$ cat src/ddr_timing_pkg.sv
package ddr_timing_pkg;
	typedef enum logic [3:0] {
		CMD_NOP = 4'h0,
		CMD_ACT = 4'h1,
		CMD_RD = 4'h2,
		CMD_WR = 4'h3,
		CMD_WRA = 4'h4,
		CMD_PRE = 4'h5,
		CMD_REF = 4'h6,
		CMD_MRS = 4'h7,
		CMD_SRE = 4'h8,
		CMD_SRX = 4'h9
	} cmd_t;
	typedef enum logic {ST_RUN = 1'h0, ST_SELF = 1'h1} state_t;
	// Pin codes are {ras_n, cas_n, we_n}.
	localparam logic [2:0] PIN_NOP = 3'h7;
	localparam logic [2:0] PIN_ACT = 3'h3;
	localparam logic [2:0] PIN_RD = 3'h5;
	localparam logic [2:0] PIN_WR = 3'h4;
	localparam logic [2:0] PIN_PRE = 3'h2;
	localparam logic [2:0] PIN_REF = 3'h1;
	localparam logic [2:0] PIN_MRS = 3'h0;
	localparam int CK_PERIOD_PS = 8000;
	localparam int CK_MAX_PS = 10000;
	localparam int CK_MIN_CL4_PS = 4000;
	localparam int CK_MIN_CL3_FAST_PS = 5000;
	localparam int CK_MIN_CL3_SLOW_PS = 6000;
	localparam int CK_MIN_CL25_PS = 6000;
	localparam int CK_MIN_CL2_PS = 7500;
	function automatic int ceil_cyc(input int ns);
		int c;
		c = (ns * 1000 + CK_PERIOD_PS - 1) / CK_PERIOD_PS;
		return (c < 1) ? 1 : c;
	endfunction
	localparam int TRAS_MIN_NS = 40;
	localparam int TRAS_MAX_NS = 70000;
	localparam int TRC_NS = 52;
	localparam int REFRESH_CYCLE_TIME_NS = 68;
	localparam int TRCD_NS = 16;
	localparam int TRP_NS = 16;
	localparam int TWR_NS = 16;
	localparam int ACTIVATE_TO_ACTIVATE_OTHER_BANK_NS = 8;
	localparam int SELFREFRESH_EXIT_TO_COMMAND_NS = 70;
	localparam int TRAS_MIN_CYC = ceil_cyc(TRAS_MIN_NS);
	localparam int TRAS_MAX_CYC = TRAS_MAX_NS * 1000 / CK_PERIOD_PS;
	localparam int TRC_CYC = ceil_cyc(TRC_NS);
	localparam int REFRESH_CYCLE_TIME_CYC = ceil_cyc(REFRESH_CYCLE_TIME_NS);
	localparam int TRCD_CYC = ceil_cyc(TRCD_NS);
	localparam int TRP_CYC = ceil_cyc(TRP_NS);
	localparam int TWR_CYC = ceil_cyc(TWR_NS);
	localparam int ACTIVATE_TO_ACTIVATE_OTHER_BANK_CYC = ceil_cyc(ACTIVATE_TO_ACTIVATE_OTHER_BANK_NS);
	localparam int SELFREFRESH_EXIT_TO_COMMAND_CYC = ceil_cyc(SELFREFRESH_EXIT_TO_COMMAND_NS);
	localparam int MODE_SET_CYCLE_TIME_CYC = 2;
	localparam int WRITE_TO_READ_DELAY_CYC = 2;
	localparam int SELFREFRESH_EXIT_TO_READ_CYC = 200;
	localparam real AVERAGE_REFRESH_INTERVAL_US = 15.6;
	localparam int AVERAGE_REFRESH_INTERVAL_CYC = $rtoi(AVERAGE_REFRESH_INTERVAL_US * 1000000.0 / CK_PERIOD_PS);
	localparam int MAX_OWED = 8;
	localparam int DQSS_CYC = 1;
	localparam int FORCE_MARGIN_CYC = 16;
endpackage

$ cat src/ddr_cmd_timer.sv
`timescale 1ns/1ns
`default_nettype none
//Contract
// - First write strobe rising edge 0.72 to 1.28 periods after write.
// - Write strobe high and low each at least 0.35 periods.
// - Write strobe falling edges at least 0.2 periods from clock edges.
// - Strobe driven valid no later than the edge starting the preamble.
// - At least 2 cycles after mode register set before next command.
// - Bank open between 40 ns and 70,000 ns before precharge.
// - Activate to activate or refresh on same bank at least 52 ns.
// - Refresh to activate or refresh at least 68 ns.
// - Activate to read or write same bank at least 16 ns.
// - Write with auto precharge waits recovery plus precharge before activate.
// - Activates to different banks at least 8 ns apart.
// - Two cycles from internal write end to a read.
// - Self refresh exit waits 70 ns before a non-read command.
// - Self refresh exit waits 200 cycles before a read.
// - Average refresh interval at most 15.6 microseconds.
// - Never more than eight refreshes owed.
module ddr_cmd_timer #(
	parameter int CAS_LAT_X2 = 6,
	parameter bit FAST_GRADE = 1'b1,
	parameter int BURST_LEN = 4,
	parameter int ADDR_W = 12,
	parameter int AP_BIT = 10,
	parameter int TRAS_MAX_CYC = ddr_timing_pkg::TRAS_MAX_CYC
) (
	input wire logic ref_clk_i,
	input wire logic sys_rst_i,
	input wire logic cmd_valid_i,
	input wire ddr_timing_pkg::cmd_t cmd_i,
	input wire logic [1:0] bank_i,
	input wire logic [ADDR_W-1:0] addr_i,
	output logic cmd_ready_o,
	output logic cke_o,
	output logic cs_n_o,
	output logic ras_n_o,
	output logic cas_n_o,
	output logic we_n_o,
	output logic [1:0] ba_o,
	output logic [ADDR_W-1:0] addr_o,
	output logic dqs_oe_o,
	output logic dqs_run_o,
	output logic [3:0] refresh_owed_o,
	output logic [3:0] bank_open_o
);
	localparam int HALF_BL = BURST_LEN / 2;
	localparam int MIN_PS = (CAS_LAT_X2 == 8) ? ddr_timing_pkg::CK_MIN_CL4_PS :
		(CAS_LAT_X2 == 6) ? (FAST_GRADE ? ddr_timing_pkg::CK_MIN_CL3_FAST_PS :
		ddr_timing_pkg::CK_MIN_CL3_SLOW_PS) :
		(CAS_LAT_X2 == 5) ? ddr_timing_pkg::CK_MIN_CL25_PS :
		ddr_timing_pkg::CK_MIN_CL2_PS;
	if (ddr_timing_pkg::CK_PERIOD_PS > ddr_timing_pkg::CK_MAX_PS ||
		ddr_timing_pkg::CK_PERIOD_PS < MIN_PS) begin : g_bad_clk
		$error("clock period outside the range for this latency");
	end
	if ((FAST_GRADE && CAS_LAT_X2 < 6) || CAS_LAT_X2 < 4 || CAS_LAT_X2 > 8 ||
		(!FAST_GRADE && CAS_LAT_X2 == 8)) begin : g_bad_cl
		$error("latency not supported by this grade");
	end
	if (BURST_LEN != 2 && BURST_LEN != 4 && BURST_LEN != 8) begin : g_bad_bl
		$error("burst length must be 2, 4 or 8");
	end
	if (TRAS_MAX_CYC > 16383 ||
		TRAS_MAX_CYC <= ddr_timing_pkg::FORCE_MARGIN_CYC + 8) begin : g_bad_ras
		$error("open-row limit out of range");
	end
	if (AP_BIT >= ADDR_W) begin : g_bad_ap
		$error("auto precharge bit outside address");
	end

	// Counters hold cycles still to wait; a zero count means the spacing is met.
	localparam logic [7:0] L_TRC = 8'(ddr_timing_pkg::TRC_CYC - 1);
	localparam logic [7:0] L_TRCD = 8'(ddr_timing_pkg::TRCD_CYC - 1);
	localparam logic [7:0] L_TRAS = 8'(ddr_timing_pkg::TRAS_MIN_CYC - 1);
	localparam logic [7:0] L_TRP = 8'(ddr_timing_pkg::TRP_CYC - 1);
	localparam logic [7:0] L_ACTIVATE_TO_ACTIVATE_OTHER_BANK = 8'(ddr_timing_pkg::ACTIVATE_TO_ACTIVATE_OTHER_BANK_CYC - 1);
	localparam logic [7:0] L_REFRESH_CYCLE_TIME = 8'(ddr_timing_pkg::REFRESH_CYCLE_TIME_CYC - 1);
	localparam logic [7:0] L_MODE_SET_CYCLE_TIME = 8'(ddr_timing_pkg::MODE_SET_CYCLE_TIME_CYC - 1);
	localparam logic [7:0] L_SELFREFRESH_EXIT_TO_COMMAND = 8'(ddr_timing_pkg::SELFREFRESH_EXIT_TO_COMMAND_CYC - 1);
	localparam logic [7:0] L_SELFREFRESH_EXIT_TO_READ = 8'(ddr_timing_pkg::SELFREFRESH_EXIT_TO_READ_CYC - 1);
	localparam logic [7:0] L_W2P = 8'(ddr_timing_pkg::DQSS_CYC + HALF_BL +
		ddr_timing_pkg::TWR_CYC - 1);
	localparam logic [7:0] L_DAL = 8'(ddr_timing_pkg::DQSS_CYC + HALF_BL +
		ddr_timing_pkg::TWR_CYC + ddr_timing_pkg::TRP_CYC - 1);
	localparam logic [7:0] L_WTR = 8'(ddr_timing_pkg::DQSS_CYC + HALF_BL +
		ddr_timing_pkg::WRITE_TO_READ_DELAY_CYC - 1);
	localparam logic [13:0] AGE_LIMIT = 14'(TRAS_MAX_CYC -
		ddr_timing_pkg::FORCE_MARGIN_CYC);
	localparam logic [13:0] AGE_MAX = 14'(TRAS_MAX_CYC);
	localparam logic [10:0] L_AVERAGE_REFRESH_INTERVAL = 11'(ddr_timing_pkg::AVERAGE_REFRESH_INTERVAL_CYC - 1);
	localparam logic [3:0] OWED_MAX = 4'(ddr_timing_pkg::MAX_OWED);
	localparam logic [3:0] OWED_URGENT = 4'(ddr_timing_pkg::MAX_OWED - 1);
	localparam logic [3:0] L_BURST = 4'(HALF_BL + 1);

	// A load never shortens a wait that is already running.
	function automatic logic [7:0] bump(input logic [7:0] cur,
		input logic [7:0] load);
		logic [7:0] d;
		d = (cur == 8'h00) ? 8'h00 : cur - 8'h01;
		return (load > d) ? load : d;
	endfunction

	function automatic logic [1:0] first_set(input logic [3:0] v);
		return v[0] ? 2'h0 : v[1] ? 2'h1 : v[2] ? 2'h2 : 2'h3;
	endfunction

	ddr_timing_pkg::state_t state;
	logic [7:0] act_cnt [4];
	logic [7:0] rcd_cnt [4];
	logic [7:0] pre_cnt [4];
	logic [13:0] age [4];
	logic [3:0] open_b, act_z, rcd_z, pre_z, age_hit, pre_mask, force_pre;
	logic [7:0] mrd_cnt, rrd_cnt, rfc_cnt, wtr_cnt, xsnr_cnt, xsrd_cnt;
	logic [10:0] refi_cnt;
	logic [3:0] owed, wcnt;
	logic urgent, auto_on, ok, issue, idle_all;
	ddr_timing_pkg::cmd_t sel_cmd;
	logic [1:0] sel_bank;
	logic [ADDR_W-1:0] sel_addr;

	assign urgent = (state == ddr_timing_pkg::ST_RUN) && owed >= OWED_URGENT;
	assign force_pre = open_b & (age_hit | {4{urgent}});
	assign auto_on = (force_pre != 4'h0) || (urgent && open_b == 4'h0);
	assign sel_cmd = !auto_on ? cmd_i : (force_pre != 4'h0) ?
		ddr_timing_pkg::CMD_PRE : ddr_timing_pkg::CMD_REF;
	assign sel_bank = auto_on ? first_set(force_pre) : bank_i;
	assign sel_addr = auto_on ? '0 : addr_i;
	assign pre_mask = sel_addr[AP_BIT] ? 4'hF : 4'(1 << sel_bank);
	assign idle_all = open_b == 4'h0 && act_z == 4'hF && rfc_cnt == 8'h00;
	assign issue = ok && (auto_on || cmd_valid_i);
	assign cmd_ready_o = ok && !auto_on;
	assign bank_open_o = open_b;
	assign refresh_owed_o = owed;

	always_comb begin
		ok = 1'b0;
		if (state == ddr_timing_pkg::ST_SELF) begin
			ok = sel_cmd == ddr_timing_pkg::CMD_SRX;
		end else if (mrd_cnt == 8'h00) begin
			unique case (sel_cmd)
				ddr_timing_pkg::CMD_NOP: ok = 1'b1;
				ddr_timing_pkg::CMD_ACT: ok = !open_b[sel_bank] && act_z[sel_bank] &&
					rrd_cnt == 8'h00 && rfc_cnt == 8'h00 && xsnr_cnt == 8'h00;
				ddr_timing_pkg::CMD_RD: ok = open_b[sel_bank] && rcd_z[sel_bank] &&
					wtr_cnt == 8'h00 && xsrd_cnt == 8'h00;
				ddr_timing_pkg::CMD_WR,
				ddr_timing_pkg::CMD_WRA: ok = open_b[sel_bank] && rcd_z[sel_bank] &&
					xsnr_cnt == 8'h00;
				ddr_timing_pkg::CMD_PRE: ok = (pre_mask & ~pre_z) == 4'h0 &&
					xsnr_cnt == 8'h00;
				ddr_timing_pkg::CMD_REF,
				ddr_timing_pkg::CMD_MRS,
				ddr_timing_pkg::CMD_SRE: ok = idle_all && xsnr_cnt == 8'h00;
				ddr_timing_pkg::CMD_SRX: ok = 1'b0;
				default: ok = 1'b0;
			endcase
		end
	end

	for (genvar b = 0; b < 4; b++) begin : g_bank
		logic hit, close;
		assign hit = issue && sel_bank == 2'(b);
		assign close = (issue && sel_cmd == ddr_timing_pkg::CMD_PRE && pre_mask[b]) ||
			(hit && sel_cmd == ddr_timing_pkg::CMD_WRA);
		assign act_z[b] = act_cnt[b] == 8'h00;
		assign rcd_z[b] = rcd_cnt[b] == 8'h00;
		assign pre_z[b] = pre_cnt[b] == 8'h00;
		assign age_hit[b] = age[b] >= AGE_LIMIT;
		always_ff @(posedge ref_clk_i or posedge sys_rst_i) begin
			if (sys_rst_i) begin
				act_cnt[b] <= 8'h00;
				rcd_cnt[b] <= 8'h00;
				pre_cnt[b] <= 8'h00;
				open_b[b] <= 1'b0;
				age[b] <= 14'h0000;
			end else begin
				act_cnt[b] <= bump(act_cnt[b],
					(hit && sel_cmd == ddr_timing_pkg::CMD_ACT) ? L_TRC :
					(hit && sel_cmd == ddr_timing_pkg::CMD_WRA) ? L_DAL :
					close ? L_TRP : 8'h00);
				rcd_cnt[b] <= bump(rcd_cnt[b], (hit && sel_cmd ==
					ddr_timing_pkg::CMD_ACT) ? L_TRCD : 8'h00);
				pre_cnt[b] <= bump(pre_cnt[b],
					(hit && sel_cmd == ddr_timing_pkg::CMD_ACT) ? L_TRAS :
					(hit && sel_cmd == ddr_timing_pkg::CMD_WR) ? L_W2P : 8'h00);
				if (hit && sel_cmd == ddr_timing_pkg::CMD_ACT) begin
					open_b[b] <= 1'b1;
					age[b] <= 14'h0000;
				end else if (close) begin
					open_b[b] <= 1'b0;
				end else if (open_b[b] && age[b] != AGE_MAX) begin
					age[b] <= age[b] + 14'h0001;
				end
			end
		end
		a_ras_max: assert property (@(posedge ref_clk_i) disable iff (sys_rst_i) open_b[b] |-> age[b] < AGE_MAX) else $error("row open too long");
	end

	always_ff @(posedge ref_clk_i or posedge sys_rst_i) begin
		if (sys_rst_i) begin
			mrd_cnt <= 8'h00;
			rrd_cnt <= 8'h00;
			rfc_cnt <= 8'h00;
			wtr_cnt <= 8'h00;
			xsnr_cnt <= 8'h00;
			xsrd_cnt <= 8'h00;
		end else begin
			mrd_cnt <= bump(mrd_cnt, (issue && sel_cmd == ddr_timing_pkg::CMD_MRS) ?
				L_MODE_SET_CYCLE_TIME : 8'h00);
			rrd_cnt <= bump(rrd_cnt, (issue && sel_cmd == ddr_timing_pkg::CMD_ACT) ?
				L_ACTIVATE_TO_ACTIVATE_OTHER_BANK : 8'h00);
			rfc_cnt <= bump(rfc_cnt, (issue && sel_cmd == ddr_timing_pkg::CMD_REF) ?
				L_REFRESH_CYCLE_TIME : 8'h00);
			wtr_cnt <= bump(wtr_cnt, (issue && (sel_cmd == ddr_timing_pkg::CMD_WR ||
				sel_cmd == ddr_timing_pkg::CMD_WRA)) ? L_WTR : 8'h00);
			xsnr_cnt <= bump(xsnr_cnt, (issue && sel_cmd == ddr_timing_pkg::CMD_SRX) ?
				L_SELFREFRESH_EXIT_TO_COMMAND : 8'h00);
			xsrd_cnt <= bump(xsrd_cnt, (issue && sel_cmd == ddr_timing_pkg::CMD_SRX) ?
				L_SELFREFRESH_EXIT_TO_READ : 8'h00);
		end
	end

	always_ff @(posedge ref_clk_i or posedge sys_rst_i) begin
		if (sys_rst_i) begin
			state <= ddr_timing_pkg::ST_RUN;
		end else if (issue && sel_cmd == ddr_timing_pkg::CMD_SRE) begin
			state <= ddr_timing_pkg::ST_SELF;
		end else if (issue && sel_cmd == ddr_timing_pkg::CMD_SRX) begin
			state <= ddr_timing_pkg::ST_RUN;
		end
	end

	// The interval timer stops in self refresh, where the device refreshes itself.
	always_ff @(posedge ref_clk_i or posedge sys_rst_i) begin
		if (sys_rst_i) begin
			refi_cnt <= L_AVERAGE_REFRESH_INTERVAL;
			owed <= 4'h0;
		end else if (state == ddr_timing_pkg::ST_RUN) begin
			refi_cnt <= (refi_cnt == 11'h000) ? L_AVERAGE_REFRESH_INTERVAL : refi_cnt - 11'h001;
			if (refi_cnt == 11'h000 && !(issue && sel_cmd == ddr_timing_pkg::CMD_REF)) begin
				owed <= (owed == OWED_MAX) ? OWED_MAX : owed + 4'h1;
			end else if (refi_cnt != 11'h000 && issue &&
				sel_cmd == ddr_timing_pkg::CMD_REF && owed != 4'h0) begin
				owed <= owed - 4'h1;
			end
		end
	end

	always_ff @(posedge ref_clk_i or posedge sys_rst_i) begin
		if (sys_rst_i) begin
			cke_o <= 1'b1;
			cs_n_o <= 1'b1;
			{ras_n_o, cas_n_o, we_n_o} <= ddr_timing_pkg::PIN_NOP;
			ba_o <= 2'h0;
			addr_o <= '0;
		end else begin
			cke_o <= (issue && sel_cmd == ddr_timing_pkg::CMD_SRE) ? 1'b0 :
				(issue && sel_cmd == ddr_timing_pkg::CMD_SRX) ? 1'b1 : cke_o;
			cs_n_o <= !issue || sel_cmd == ddr_timing_pkg::CMD_NOP ||
				sel_cmd == ddr_timing_pkg::CMD_SRX;
			ba_o <= sel_bank;
			addr_o <= sel_addr;
			if (issue && (sel_cmd == ddr_timing_pkg::CMD_WR ||
				sel_cmd == ddr_timing_pkg::CMD_WRA)) begin
				addr_o[AP_BIT] <= sel_cmd == ddr_timing_pkg::CMD_WRA;
			end
			unique case (issue ? sel_cmd : ddr_timing_pkg::CMD_NOP)
				ddr_timing_pkg::CMD_ACT: {ras_n_o, cas_n_o, we_n_o} <= ddr_timing_pkg::PIN_ACT;
				ddr_timing_pkg::CMD_RD: {ras_n_o, cas_n_o, we_n_o} <= ddr_timing_pkg::PIN_RD;
				ddr_timing_pkg::CMD_WR,
				ddr_timing_pkg::CMD_WRA: {ras_n_o, cas_n_o, we_n_o} <= ddr_timing_pkg::PIN_WR;
				ddr_timing_pkg::CMD_PRE: {ras_n_o, cas_n_o, we_n_o} <= ddr_timing_pkg::PIN_PRE;
				ddr_timing_pkg::CMD_REF,
				ddr_timing_pkg::CMD_SRE: {ras_n_o, cas_n_o, we_n_o} <= ddr_timing_pkg::PIN_REF;
				ddr_timing_pkg::CMD_MRS: {ras_n_o, cas_n_o, we_n_o} <= ddr_timing_pkg::PIN_MRS;
				default: {ras_n_o, cas_n_o, we_n_o} <= ddr_timing_pkg::PIN_NOP;
			endcase
		end
	end

	// The strobe enable rises with the write on the pins, one cycle of preamble
	// ahead of the toggling, so the first rising strobe lands one full period
	// after the command. The phy toggles at half-period duty, centring falls
	// half a period from each clock edge.
	always_ff @(posedge ref_clk_i or posedge sys_rst_i) begin
		if (sys_rst_i) begin
			wcnt <= 4'h0;
			dqs_oe_o <= 1'b0;
			dqs_run_o <= 1'b0;
		end else begin
			wcnt <= (issue && (sel_cmd == ddr_timing_pkg::CMD_WR ||
				sel_cmd == ddr_timing_pkg::CMD_WRA)) ? L_BURST :
				(wcnt != 4'h0) ? wcnt - 4'h1 : 4'h0;
			dqs_oe_o <= (issue && (sel_cmd == ddr_timing_pkg::CMD_WR ||
				sel_cmd == ddr_timing_pkg::CMD_WRA)) || wcnt > 4'h1;
			dqs_run_o <= wcnt > 4'h1;
		end
	end

	logic pin_cmd, pin_act, pin_rw, pin_wr, pin_rd, pin_pre, pin_ref, pin_mrs;
	logic [7:0] pin_age [4];
	assign pin_cmd = !cs_n_o;
	assign pin_act = pin_cmd && {ras_n_o, cas_n_o, we_n_o} == ddr_timing_pkg::PIN_ACT;
	assign pin_wr = pin_cmd && {ras_n_o, cas_n_o, we_n_o} == ddr_timing_pkg::PIN_WR;
	assign pin_rd = pin_cmd && {ras_n_o, cas_n_o, we_n_o} == ddr_timing_pkg::PIN_RD;
	assign pin_rw = pin_wr || pin_rd;
	assign pin_pre = pin_cmd && {ras_n_o, cas_n_o, we_n_o} == ddr_timing_pkg::PIN_PRE;
	assign pin_ref = pin_cmd && cke_o &&
		{ras_n_o, cas_n_o, we_n_o} == ddr_timing_pkg::PIN_REF;
	assign pin_mrs = pin_cmd && {ras_n_o, cas_n_o, we_n_o} == ddr_timing_pkg::PIN_MRS;
	for (genvar b = 0; b < 4; b++) begin : g_age
		always_ff @(posedge ref_clk_i or posedge sys_rst_i) begin
			if (sys_rst_i) begin
				pin_age[b] <= 8'hFF;
			end else if (pin_act && ba_o == 2'(b)) begin
				pin_age[b] <= 8'h01;
			end else if (pin_age[b] != 8'hFF) begin
				pin_age[b] <= pin_age[b] + 8'h01;
			end
		end
	end

	a_mode_gap: assert property (@(posedge ref_clk_i) disable iff (sys_rst_i) pin_mrs |=> cs_n_o) else $error("command too soon after mode set");
	a_rc_same_bank: assert property (@(posedge ref_clk_i) disable iff (sys_rst_i) pin_act |-> pin_age[ba_o] >= 8'(ddr_timing_pkg::TRC_CYC)) else $error("same-bank activates too close");
	a_ras_min: assert property (@(posedge ref_clk_i) disable iff (sys_rst_i) (pin_pre && !addr_o[AP_BIT]) |-> pin_age[ba_o] >= 8'(ddr_timing_pkg::TRAS_MIN_CYC)) else $error("precharge before row minimum");
	a_act_to_rw: assert property (@(posedge ref_clk_i) disable iff (sys_rst_i) pin_rw |-> pin_age[ba_o] >= 8'(ddr_timing_pkg::TRCD_CYC)) else $error("access too soon after activate");
	a_ref_gap: assert property (@(posedge ref_clk_i) disable iff (sys_rst_i) pin_ref |=> !(pin_act || pin_ref) [*8]) else $error("refresh spacing broken");
	a_wtr_gap: assert property (@(posedge ref_clk_i) disable iff (sys_rst_i) pin_wr |=> !pin_rd [*4]) else $error("read too soon after write");
	a_strobe_start: assert property (@(posedge ref_clk_i) disable iff (sys_rst_i) pin_wr |-> dqs_oe_o ##1 (dqs_oe_o && dqs_run_o)) else $error("strobe not started one period after write");
	a_strobe_burst: assert property (@(posedge ref_clk_i) disable iff (sys_rst_i) $rose(dqs_run_o) |-> dqs_run_o [*2] ##0 $past(dqs_oe_o)) else $error("strobe burst too short");
	a_owed_bound: assert property (@(posedge ref_clk_i) disable iff (sys_rst_i) refresh_owed_o <= OWED_MAX) else $error("too many refreshes owed");
	a_self_exit: assert property (@(posedge ref_clk_i) disable iff (sys_rst_i) $rose(cke_o) |-> cs_n_o [*8]) else $error("command too soon after self refresh");

	c_write_ap: cover property (@(posedge ref_clk_i) disable iff (sys_rst_i) pin_wr && addr_o[AP_BIT]);
	c_refresh: cover property (@(posedge ref_clk_i) disable iff (sys_rst_i) pin_ref);
	c_self_exit: cover property (@(posedge ref_clk_i) disable iff (sys_rst_i) $rose(cke_o));
	c_urgent: cover property (@(posedge ref_clk_i) disable iff (sys_rst_i) urgent && auto_on);
endmodule
`default_nettype wire

$ cat config.mk
export PLATFORM = sky130hd
export DESIGN_NAME = ddr_cmd_timer
export DESIGN_NICKNAME = d
export VERILOG_FILES = /design/src/ddr_timing_pkg.sv /design/src/ddr_cmd_timer.sv
export SDC_FILE = /design/constraint.sdc
export NUM_CORES = 1
export LEC_CHECK = 0
export ABC_AREA = 1
export BUFFER_PORTS_ARGS = -buffer_cell sky130_fd_sc_hd__buf_2
export CAP_MARGIN = 40
export CORE_ASPECT_RATIO = 0.75
export CORE_UTILIZATION = 48
export DETAILED_ROUTE_END_ITERATION = 10
export SLEW_MARGIN = 40
export SYNTH_ARGS = -nofsm -noshare
export SYNTH_HDL_FRONTEND = slang
export SYNTH_SLANG_ARGS = --single-unit
$ cat constraint.sdc
create_clock -name ref_clk_i -period 10.06 [get_ports ref_clk_i]
set_input_delay 0.503 -clock ref_clk_i [delete_from_list [all_inputs] [get_ports ref_clk_i]]
set_output_delay 0.503 -clock ref_clk_i [all_outputs]
set_load 0.02 [all_outputs]
==> key figures, run 1 <==
Placement
  – Place WS: 4.96 ns
  – Port Buf Inserts: 50
  – Placer Congestion: ~0.9
  – Final HPWL DP: roughly 23 mm
  – Placed Cells: between 2k and 2.5k

Pwr
  – Clock share of power: 25.7%
  – Sw frac: 37.0%
  – Internal: between 2 and 2.5 mW
  – Seq pwr share: around two fifths
  – P per Cell Area: ~220 mW/mm²
  – Worst IR Drop VDD: 0.139 mV
  – Combinational power share: 33.5%
  – Leakage power: about 9.4 nW
  – Switching power: 1.39 mW

Critical path
  – Crit end category: flop
  – Required time of the critical path: between 10 and 15 ns
  – Worst EP arrival: roughly 5.5 ns
  – Max FO, Critical Path: 19
  – Critical Path Start Type: flop
  – Cell mode on critical path: nand2_1
  – Slowest library cell on the worst path: nor4_1
  – Slowest stage delay, CP: about 0.5 ns
  – WS Path Type: reg -> reg

Timing
  – Hold Fails Final Rpt: 0
  – Post-route setup slack: 4.94 ns
  – Setup TNS: 0 ns
  – Final setup violation count: 0
  – Slew Limit Headroom: 50.3%
  – Setup repair after global routing missed its margin: false
  – Fin crit period: 5.12 ns
  – Final Max Slew Viols: 0
  – Final Skew: 0.0213 ns
  – Slew @ Worst Pin: 0.746 ns
  – Fmax: 195 MHz
  – Crit share post-route: a little over 50%

Clock tree
  – Max H-tree Level: 1
  – Root Buffer: clkbuf_16
  – CTS tree: built
  – Hold_buf cts: 0
  – CTS sink count: 245
  – Post_cts resized: 0
  – Clock buffer count from CTS: 27
  – Clock transition at path regs: around 0.06 ns
  – Post-CTS setup buffer count: 0
  – Clock Path Buffers: 3
  – Skew-Pair Late Insertion Delay: 0.56 ns

Yosys
  – Top FF cell, synth: dfrtp_1
  – Synth warnings: 0
  – Synth Area per Inst: roughly 7.4 µm²
  – Asr flop ratio synth: 100%
  – Synth unique cells: between 50 and 60
  – Sequential cell area fraction in the yosys report: ~40%
  – Number of synthesized flops with an enable pin: 0
  – #FFs+latches synth: roughly 250
  – Post-Syn Area: around 0.015 mm²
  – Cells after synthesis: roughly 2.1k
  – Syn_nets: 2129

Floorplan
  – Die span in x: 208 µm
  – Core Box Area: approximately 0.031 mm²
  – Num ports: 51
  – Num rows: 56
  – Die H: 156 µm
  – Die area: between 0.03 and 0.04 mm²
  – Initial Utilization: around half

Route
  – Final WL: ~32 mm
  – Pre-Repair DR Iteration Count: 5
  – DR vias/cell: roughly 4.9
  – Vias: between 10k and 15k
  – Final antenna-violating net count: 0
  – Routed WL per cell: approximately 13 µm
  – DRC Markers: 0
  – DRT iter0 DRCs: just under 800

Outcome
  – Status: finished clean

Global routing
  – Vias in the first global route: approximately 12k
  – Grt ovf: 0
  – First-pass GRT wire length: 55.8 mm
  – Initial antenna violation count: 0
  – Pin count of the biggest net entering global routing: approximately 130
  – Total global-route track usage: roughly 20%

Cells and area
  – Layout Cells excl Fill: between 2k and 3k
  – Commonest non-fill, non-tap cell in the layout: nand2_1
  – Commonest non-fill, non-tap cells in the layout: nand2_1 (468), inv_1 (400), dfrtp_1 (232)
  – Antenna cells: 0
  – Final nets: approximately 2.2k
  – Share of cells above drive strength 1: between 10% and 20%
  – Area Overhead vs Synth: 9.75%

Run
  – Max-cap viol count: 0

Min path
  – HP Class: in -> async
-- metal layers --
layer | part of all wire, % | vias to the layer above | track usage (%)
li1 | - | 6549 | -
met1 | 53 | 5596 | 30.3
met2 | 42 | 156 | 32.2
met3 | 3.9 | 31 | 3.13
met4 | 1.2 | 0 | 3.10
met5 | 0 | - | 0
-- kinds of logic (layout without fill, tap and decap cells) --
kind of cell / after synthesis / after routing / synth area share (%)
muxes: 4 / 4 / 0.263
and+or+nand+nor: 1060 / 1060 / 33.3
xor gates and xnor gates: 51 / 51 / 2.93
DFF: 245 / 245 / 40.3
buffers and inverters: 444 / 525 / 11.5
adders and majority gates: 58 / 58 / 4.76
AOI/OAI and AO/OA: 188 / 188 / 6.86
-- power by group through the flow --
stage	combinational (mW)	clock (mW)	sequential [mW]
after floorplan	1.01	0	1.50
after detailed placement	1.26	0	1.54
after CTS	1.27	0.989	1.53
final	1.26	0.965	1.53
after global placement	1.23	0	1.53
after global routing	1.48	1.03	1.57
-- cells in the mapped netlist, drive strengths merged, types with 2 or more instances --
cell type | instances | area [µm²]
dfrtp | 232 | 5810
nand3 | 174 | 1060
dfstp | 13 | 342
a21oi | 46 | 234
o21bai | 2 | 15.0
xnor2 | 11 | 96.3
ha | 58 | 726
or2 | 38 | 238
inv | 421 | 1580
nand3b | 8 | 60.1
a31oi | 7 | 50.1
buf | 22 | 171
nand2 | 488 | 1920
o31ai | 5 | 37.5
nand4 | 30 | 353
nor3 | 63 | 315
nor3b | 5 | 37.5
o21ai | 105 | 529
xor2 | 40 | 350
o22ai | 2 | 12.5
a21boi | 14 | 113
nor4 | 19 | 125
mux2i | 4 | 40.0
nor2 | 231 | 951
or3 | 3 | 18.8
o211ai | 4 | 30.0
-- through the flow --
| stage | power, mW | util [%] | hold WS [ns] | area, µm² |
|---|---|---|---|---|
| 2_1_floorplan | 2.51 | - | 0.403 | 15200 |
| 3_3_place_gp | 2.76 | 50.8 | 0.414 | 15900 |
| 3_5_place_dp | 2.80 | 50.8 | 0.418 | 15900 |
| 4_1_cts | 3.78 | 53.5 | 0.113 | 16700 |
| 5_1_grt | 4.08 | 53.5 | 0.136 | 16700 |
| 6_report | 3.75 | 53.5 | 0.0403 | 16700 |
-- critical path: cells and delay by family (launching register included) --
kind / cells / cell delay [ns]
flops: 1 / 0.43
compound gates: 3 / 0.42
simple gates: 28 / 3.62
buf+inv: 1 / 0.04
fa+ha+maj: 2 / 0.42
-- final cells by class --
type | count | area (µm²)
fillers | 2926 | 14500
multi-input cells | 1361 | 7340
flip-flops and latches | 245 | 6150
inverters | 422 | 1600
clock buffers | 40 | 774
well taps | 406 | 508
repair buffers | 54 | 284
clock inverters | 9 | 73.8
-- state kept, by name, indices dropped and copies added (netlist names), 2 cells and up --
register        cells
act_cnt            32
addr_o             12
age                56
ba_o                2
bank_open_o         4
mrd_cnt             8
pre_cnt            32
rcd_cnt            32
refi_cnt           11
refresh_owed_o      4
rfc_cnt             8
rrd_cnt             8
wcnt                4
wtr_cnt             8
xsnr_cnt            8
xsrd_cnt            8
-- final timing paths --
check                             startpoint     endpoint  slack (ns)  cells past startpoint
max                        refresh_owed_o[0]  act_cnt[10]        4.94                     34
min                                sys_rst_i      age[42]        0.04                      2
max reg2reg                refresh_owed_o[0]  act_cnt[10]        4.94                     34
min reg2reg                       rrd_cnt[0]   rrd_cnt[0]        0.43                      1
max in group asynchronous          sys_rst_i   act_cnt[2]        8.85                      3
min in group ref_clk_i            addr_i[11]   addr_o[11]        0.16                      3
No activity file was read; power rests on OpenSTA's default activity.
==> run 2: changes to the inputs <==
==> constraint.sdc (replaced) <==
create_clock -name ref_clk_i -period 5.1 [get_ports ref_clk_i]
set_input_delay 0.255 -clock ref_clk_i [delete_from_list [all_inputs] [get_ports ref_clk_i]]
set_output_delay 0.255 -clock ref_clk_i [all_outputs]
set_load 0.02 [all_outputs]
==> run 2 against run 1 <==
Compared with the run above:
- setup slack worse by 4.6 ns
- maximum frequency up 8.3%
- global-route usage up 0.24 points
- clock skew down 0.00062 ns
- final cell count up 1.7%
- critical endpoint is now act_cnt[18]
- wire length up 1.9%
- sequential power up 97%
- hold slack better by 0.029 ns
- highest routed layer unchanged
- critical path depth up 1
==> key figures, run 2 (synthesized netlist as in run 1, its figures left out) <==
Critical path
  – WS Path Type: reg -> reg
  – Required time of the critical path: 5.58 ns (-4.87 ns)
  – Cell mode on critical path: nand2_1
  – Critical Path Start Type: flop
  – Worst EP arrival: 5.20 ns (-0.31 ns)
  – Delay-heaviest family, CP: simple AND/OR/NAND/NOR gates
  – Crit end category: flop
  – Slowest stage delay, CP: 0.51 ns (about the same)
  – Worst R2R Setup Slack: 0.38 ns (-4.57 ns)
  – Slowest library cell on the worst path: nor4_1
  – Max FO, Critical Path: 15 (-4)
  – WP buf/inv: 3 (+2)

Clock tree
  – CTS sink count: 245 (unchanged)
  – Skew-Pair Late Insertion Delay: 0.56 ns (about the same)
  – Clock transition at path regs: 0.06 ns (about the same)
  – Clock buffer count from CTS: 27 (unchanged)
  – Max H-tree Level: 1 (unchanged)
  – Root Buffer: clkbuf_16
  – Clock Path Buffers: 3 (unchanged)
  – CTS tree: built

Timing
  – Worst hold margin: 0.0689 ns (+0.0285 ns)
  – Final Skew: 0.0207 ns (-0.000625 ns)
  – Setup TNS: 0 ns (unchanged)
  – Slew Limit Headroom: 53.4% (+3.1 points)
  – Fin crit period: 4.72 ns (-0.394 ns)
  – Final setup violation count: 0 (unchanged)
  – Fmax: 212 MHz (+8.3%)
  – Hold Fails Final Rpt: 0 (unchanged)
  – Crit share post-route: 92.6% (+42 points)
  – Final Max Slew Viols: 0 (unchanged)
  – Slew @ Worst Pin: 0.699 ns (-0.0471 ns)

Outcome
  – Status: finished clean

Pwr
  – P per Cell Area: 443 mW/mm² (+97%)
  – Worst IR Drop VDD: 0.251 mV (+81%)
  – Leakage power: 9.69 nW (+3.0%)
  – Tot Pwr: 7.65 mW (+100%)

Placement
  – Placed cell area: 0.0160 mm² (+0.57%)
  – Placer Congestion: 0.917 (+3.3%)
  – Final HPWL DP: 23.4 mm (+0.46%)
  – Port Buf Inserts: 50 (unchanged)

Global routing
  – Grt ovf: 0 (unchanged)
  – Pin count of the biggest net entering global routing: 122 (-3.9%)
  – Initial antenna violation count: 0 (unchanged)
  – Total global-route track usage: 20.7% (+0.24 points)
  – Vias in the first global route: 11.9k (+2.0%)
  – First-pass GRT wire length: 56.3 mm (+0.80%)

Floorplan
  – Die H: 156 µm (unchanged)
  – Die area: 0.0325 mm² (unchanged)
  – Num rows: 56 (unchanged)
  – Initial Utilization: 48.8% (unchanged)
  – Die span in x: 208 µm (unchanged)
  – Num ports: 51 (unchanged)
  – Core Box Area: 0.0313 mm² (unchanged)

Cells and area
  – Antenna cells: 0 (unchanged)
  – Final nets: 2232 (+1.9%)
  – Post-route cell area: 0.0173 mm² (+3.3%)
  – Commonest non-fill, non-tap cells in the layout: nand2_1 (466), inv_1 (400), dfrtp_1 (231)
  – Area Overhead vs Synth: 13.4%
  – Top reg by flops: age
  – Share of cells above drive strength 1: 13.6% (+1.9 points)
  – Area of the multi-input gates: 0.00740 mm² (+0.85%)
  – Reg area: 0.00615 mm² (about the same)
  – Max reg flops: 56 (unchanged)
  – FILL cells: 2961 (+1.2%)
  – Commonest non-fill, non-tap cell in the layout: nand2_1

Route
  – Pre-Repair DR Iteration Count: 6 (+1)
  – DRC Markers: 0 (unchanged)
  – Final antenna-violating net count: 0 (unchanged)
  – Routed WL per cell: 12.7 µm (+0.24%)
  – Final WL: 32.8 mm (+1.9%)
  – DR vias/cell: 4.88 (+0.46%)
  – Vias: 12.6k (+2.2%)
  – DRT iter0 DRCs: 855 (+8.8%)

Min path
  – HP Class: in -> reg

Run
  – Max-cap viol count: 0 (unchanged)
run 2: worst register-to-register path, delay by kind of cell, from the launching register on:
family	cells	cell delay, ns
buf+inv	3	0.45
flops	1	0.44
fa+ha+maj	2	0.49
compound gates	2	0.21
simple gates	28	3.11
run 2: report_power, final:
| group | switching [mW] | internal (mW) | leakage (nW) |
|---|---|---|---|
| combinational | 1.51 | 1.01 | 6.15 |
| sequential | 0.432 | 2.58 | 3.05 |
| clock | 0.832 | 1.29 | 0.482 |
| total | 2.77 | 4.88 | 9.69 |
run 2: final cells by class:
| cell class | instances | share of cell area, % |
|---|---|---|
| well taps | 406 | 2.94 |
| clock inverters | 13 | 1.04 |
| multi-input cells | 1361 | 42.8 |
| inverters | 422 | 9.19 |
| flip-flops and latches | 245 | 35.6 |
| repair buffers | 96 | 3.84 |
| clock buffers | 37 | 4.59 |
run 2: what timing repair did:
item | CTS | global route
gates resized for setup | 0 | 15
hold buffers | 12 | 0
endpoints found under the setup margin | 0 | 21
buffers inserted | 0 | 19
hold endpoints to repair | 21 | 0
run 2: metal layers:
metal | wire, µm | up-vias | share of wire [%] | track usage (%)
met5 | 0 | - | 0 | 0
met4 | 517 | 0 | 1.6 | 3.67
met3 | 945 | 30 | 2.9 | 2.67
met2 | 14200 | 133 | 43 | 33.4
met1 | 17100 | 5813 | 52 | 30.1
li1 | - | 6623 | - | -
run 2: worst paths after layout:
path,from,end,cells after the start
max,refresh_owed_o[0],act_cnt[18],35
min,bank_i[0],ba_o[0],3
max reg2reg,refresh_owed_o[0],act_cnt[18],35
min reg2reg,rrd_cnt[0],rrd_cnt[0],1
max in group asynchronous,sys_rst_i,age[14],4
min in group asynchronous,sys_rst_i,addr_o[6],3
run 2: stage by stage:
stage | std cells | setup WS (ns) | utilization, %
global route | 2580 | -0.0276 | 55.3
floorplan | 2050 | 0.717 | -
detailed placement | 2499 | 0.147 | 51.1
finish | 2580 | 0.377 | 55.3
CTS | 2561 | 0.123 | 54.6
global placement | 2499 | 0.327 | 51.1
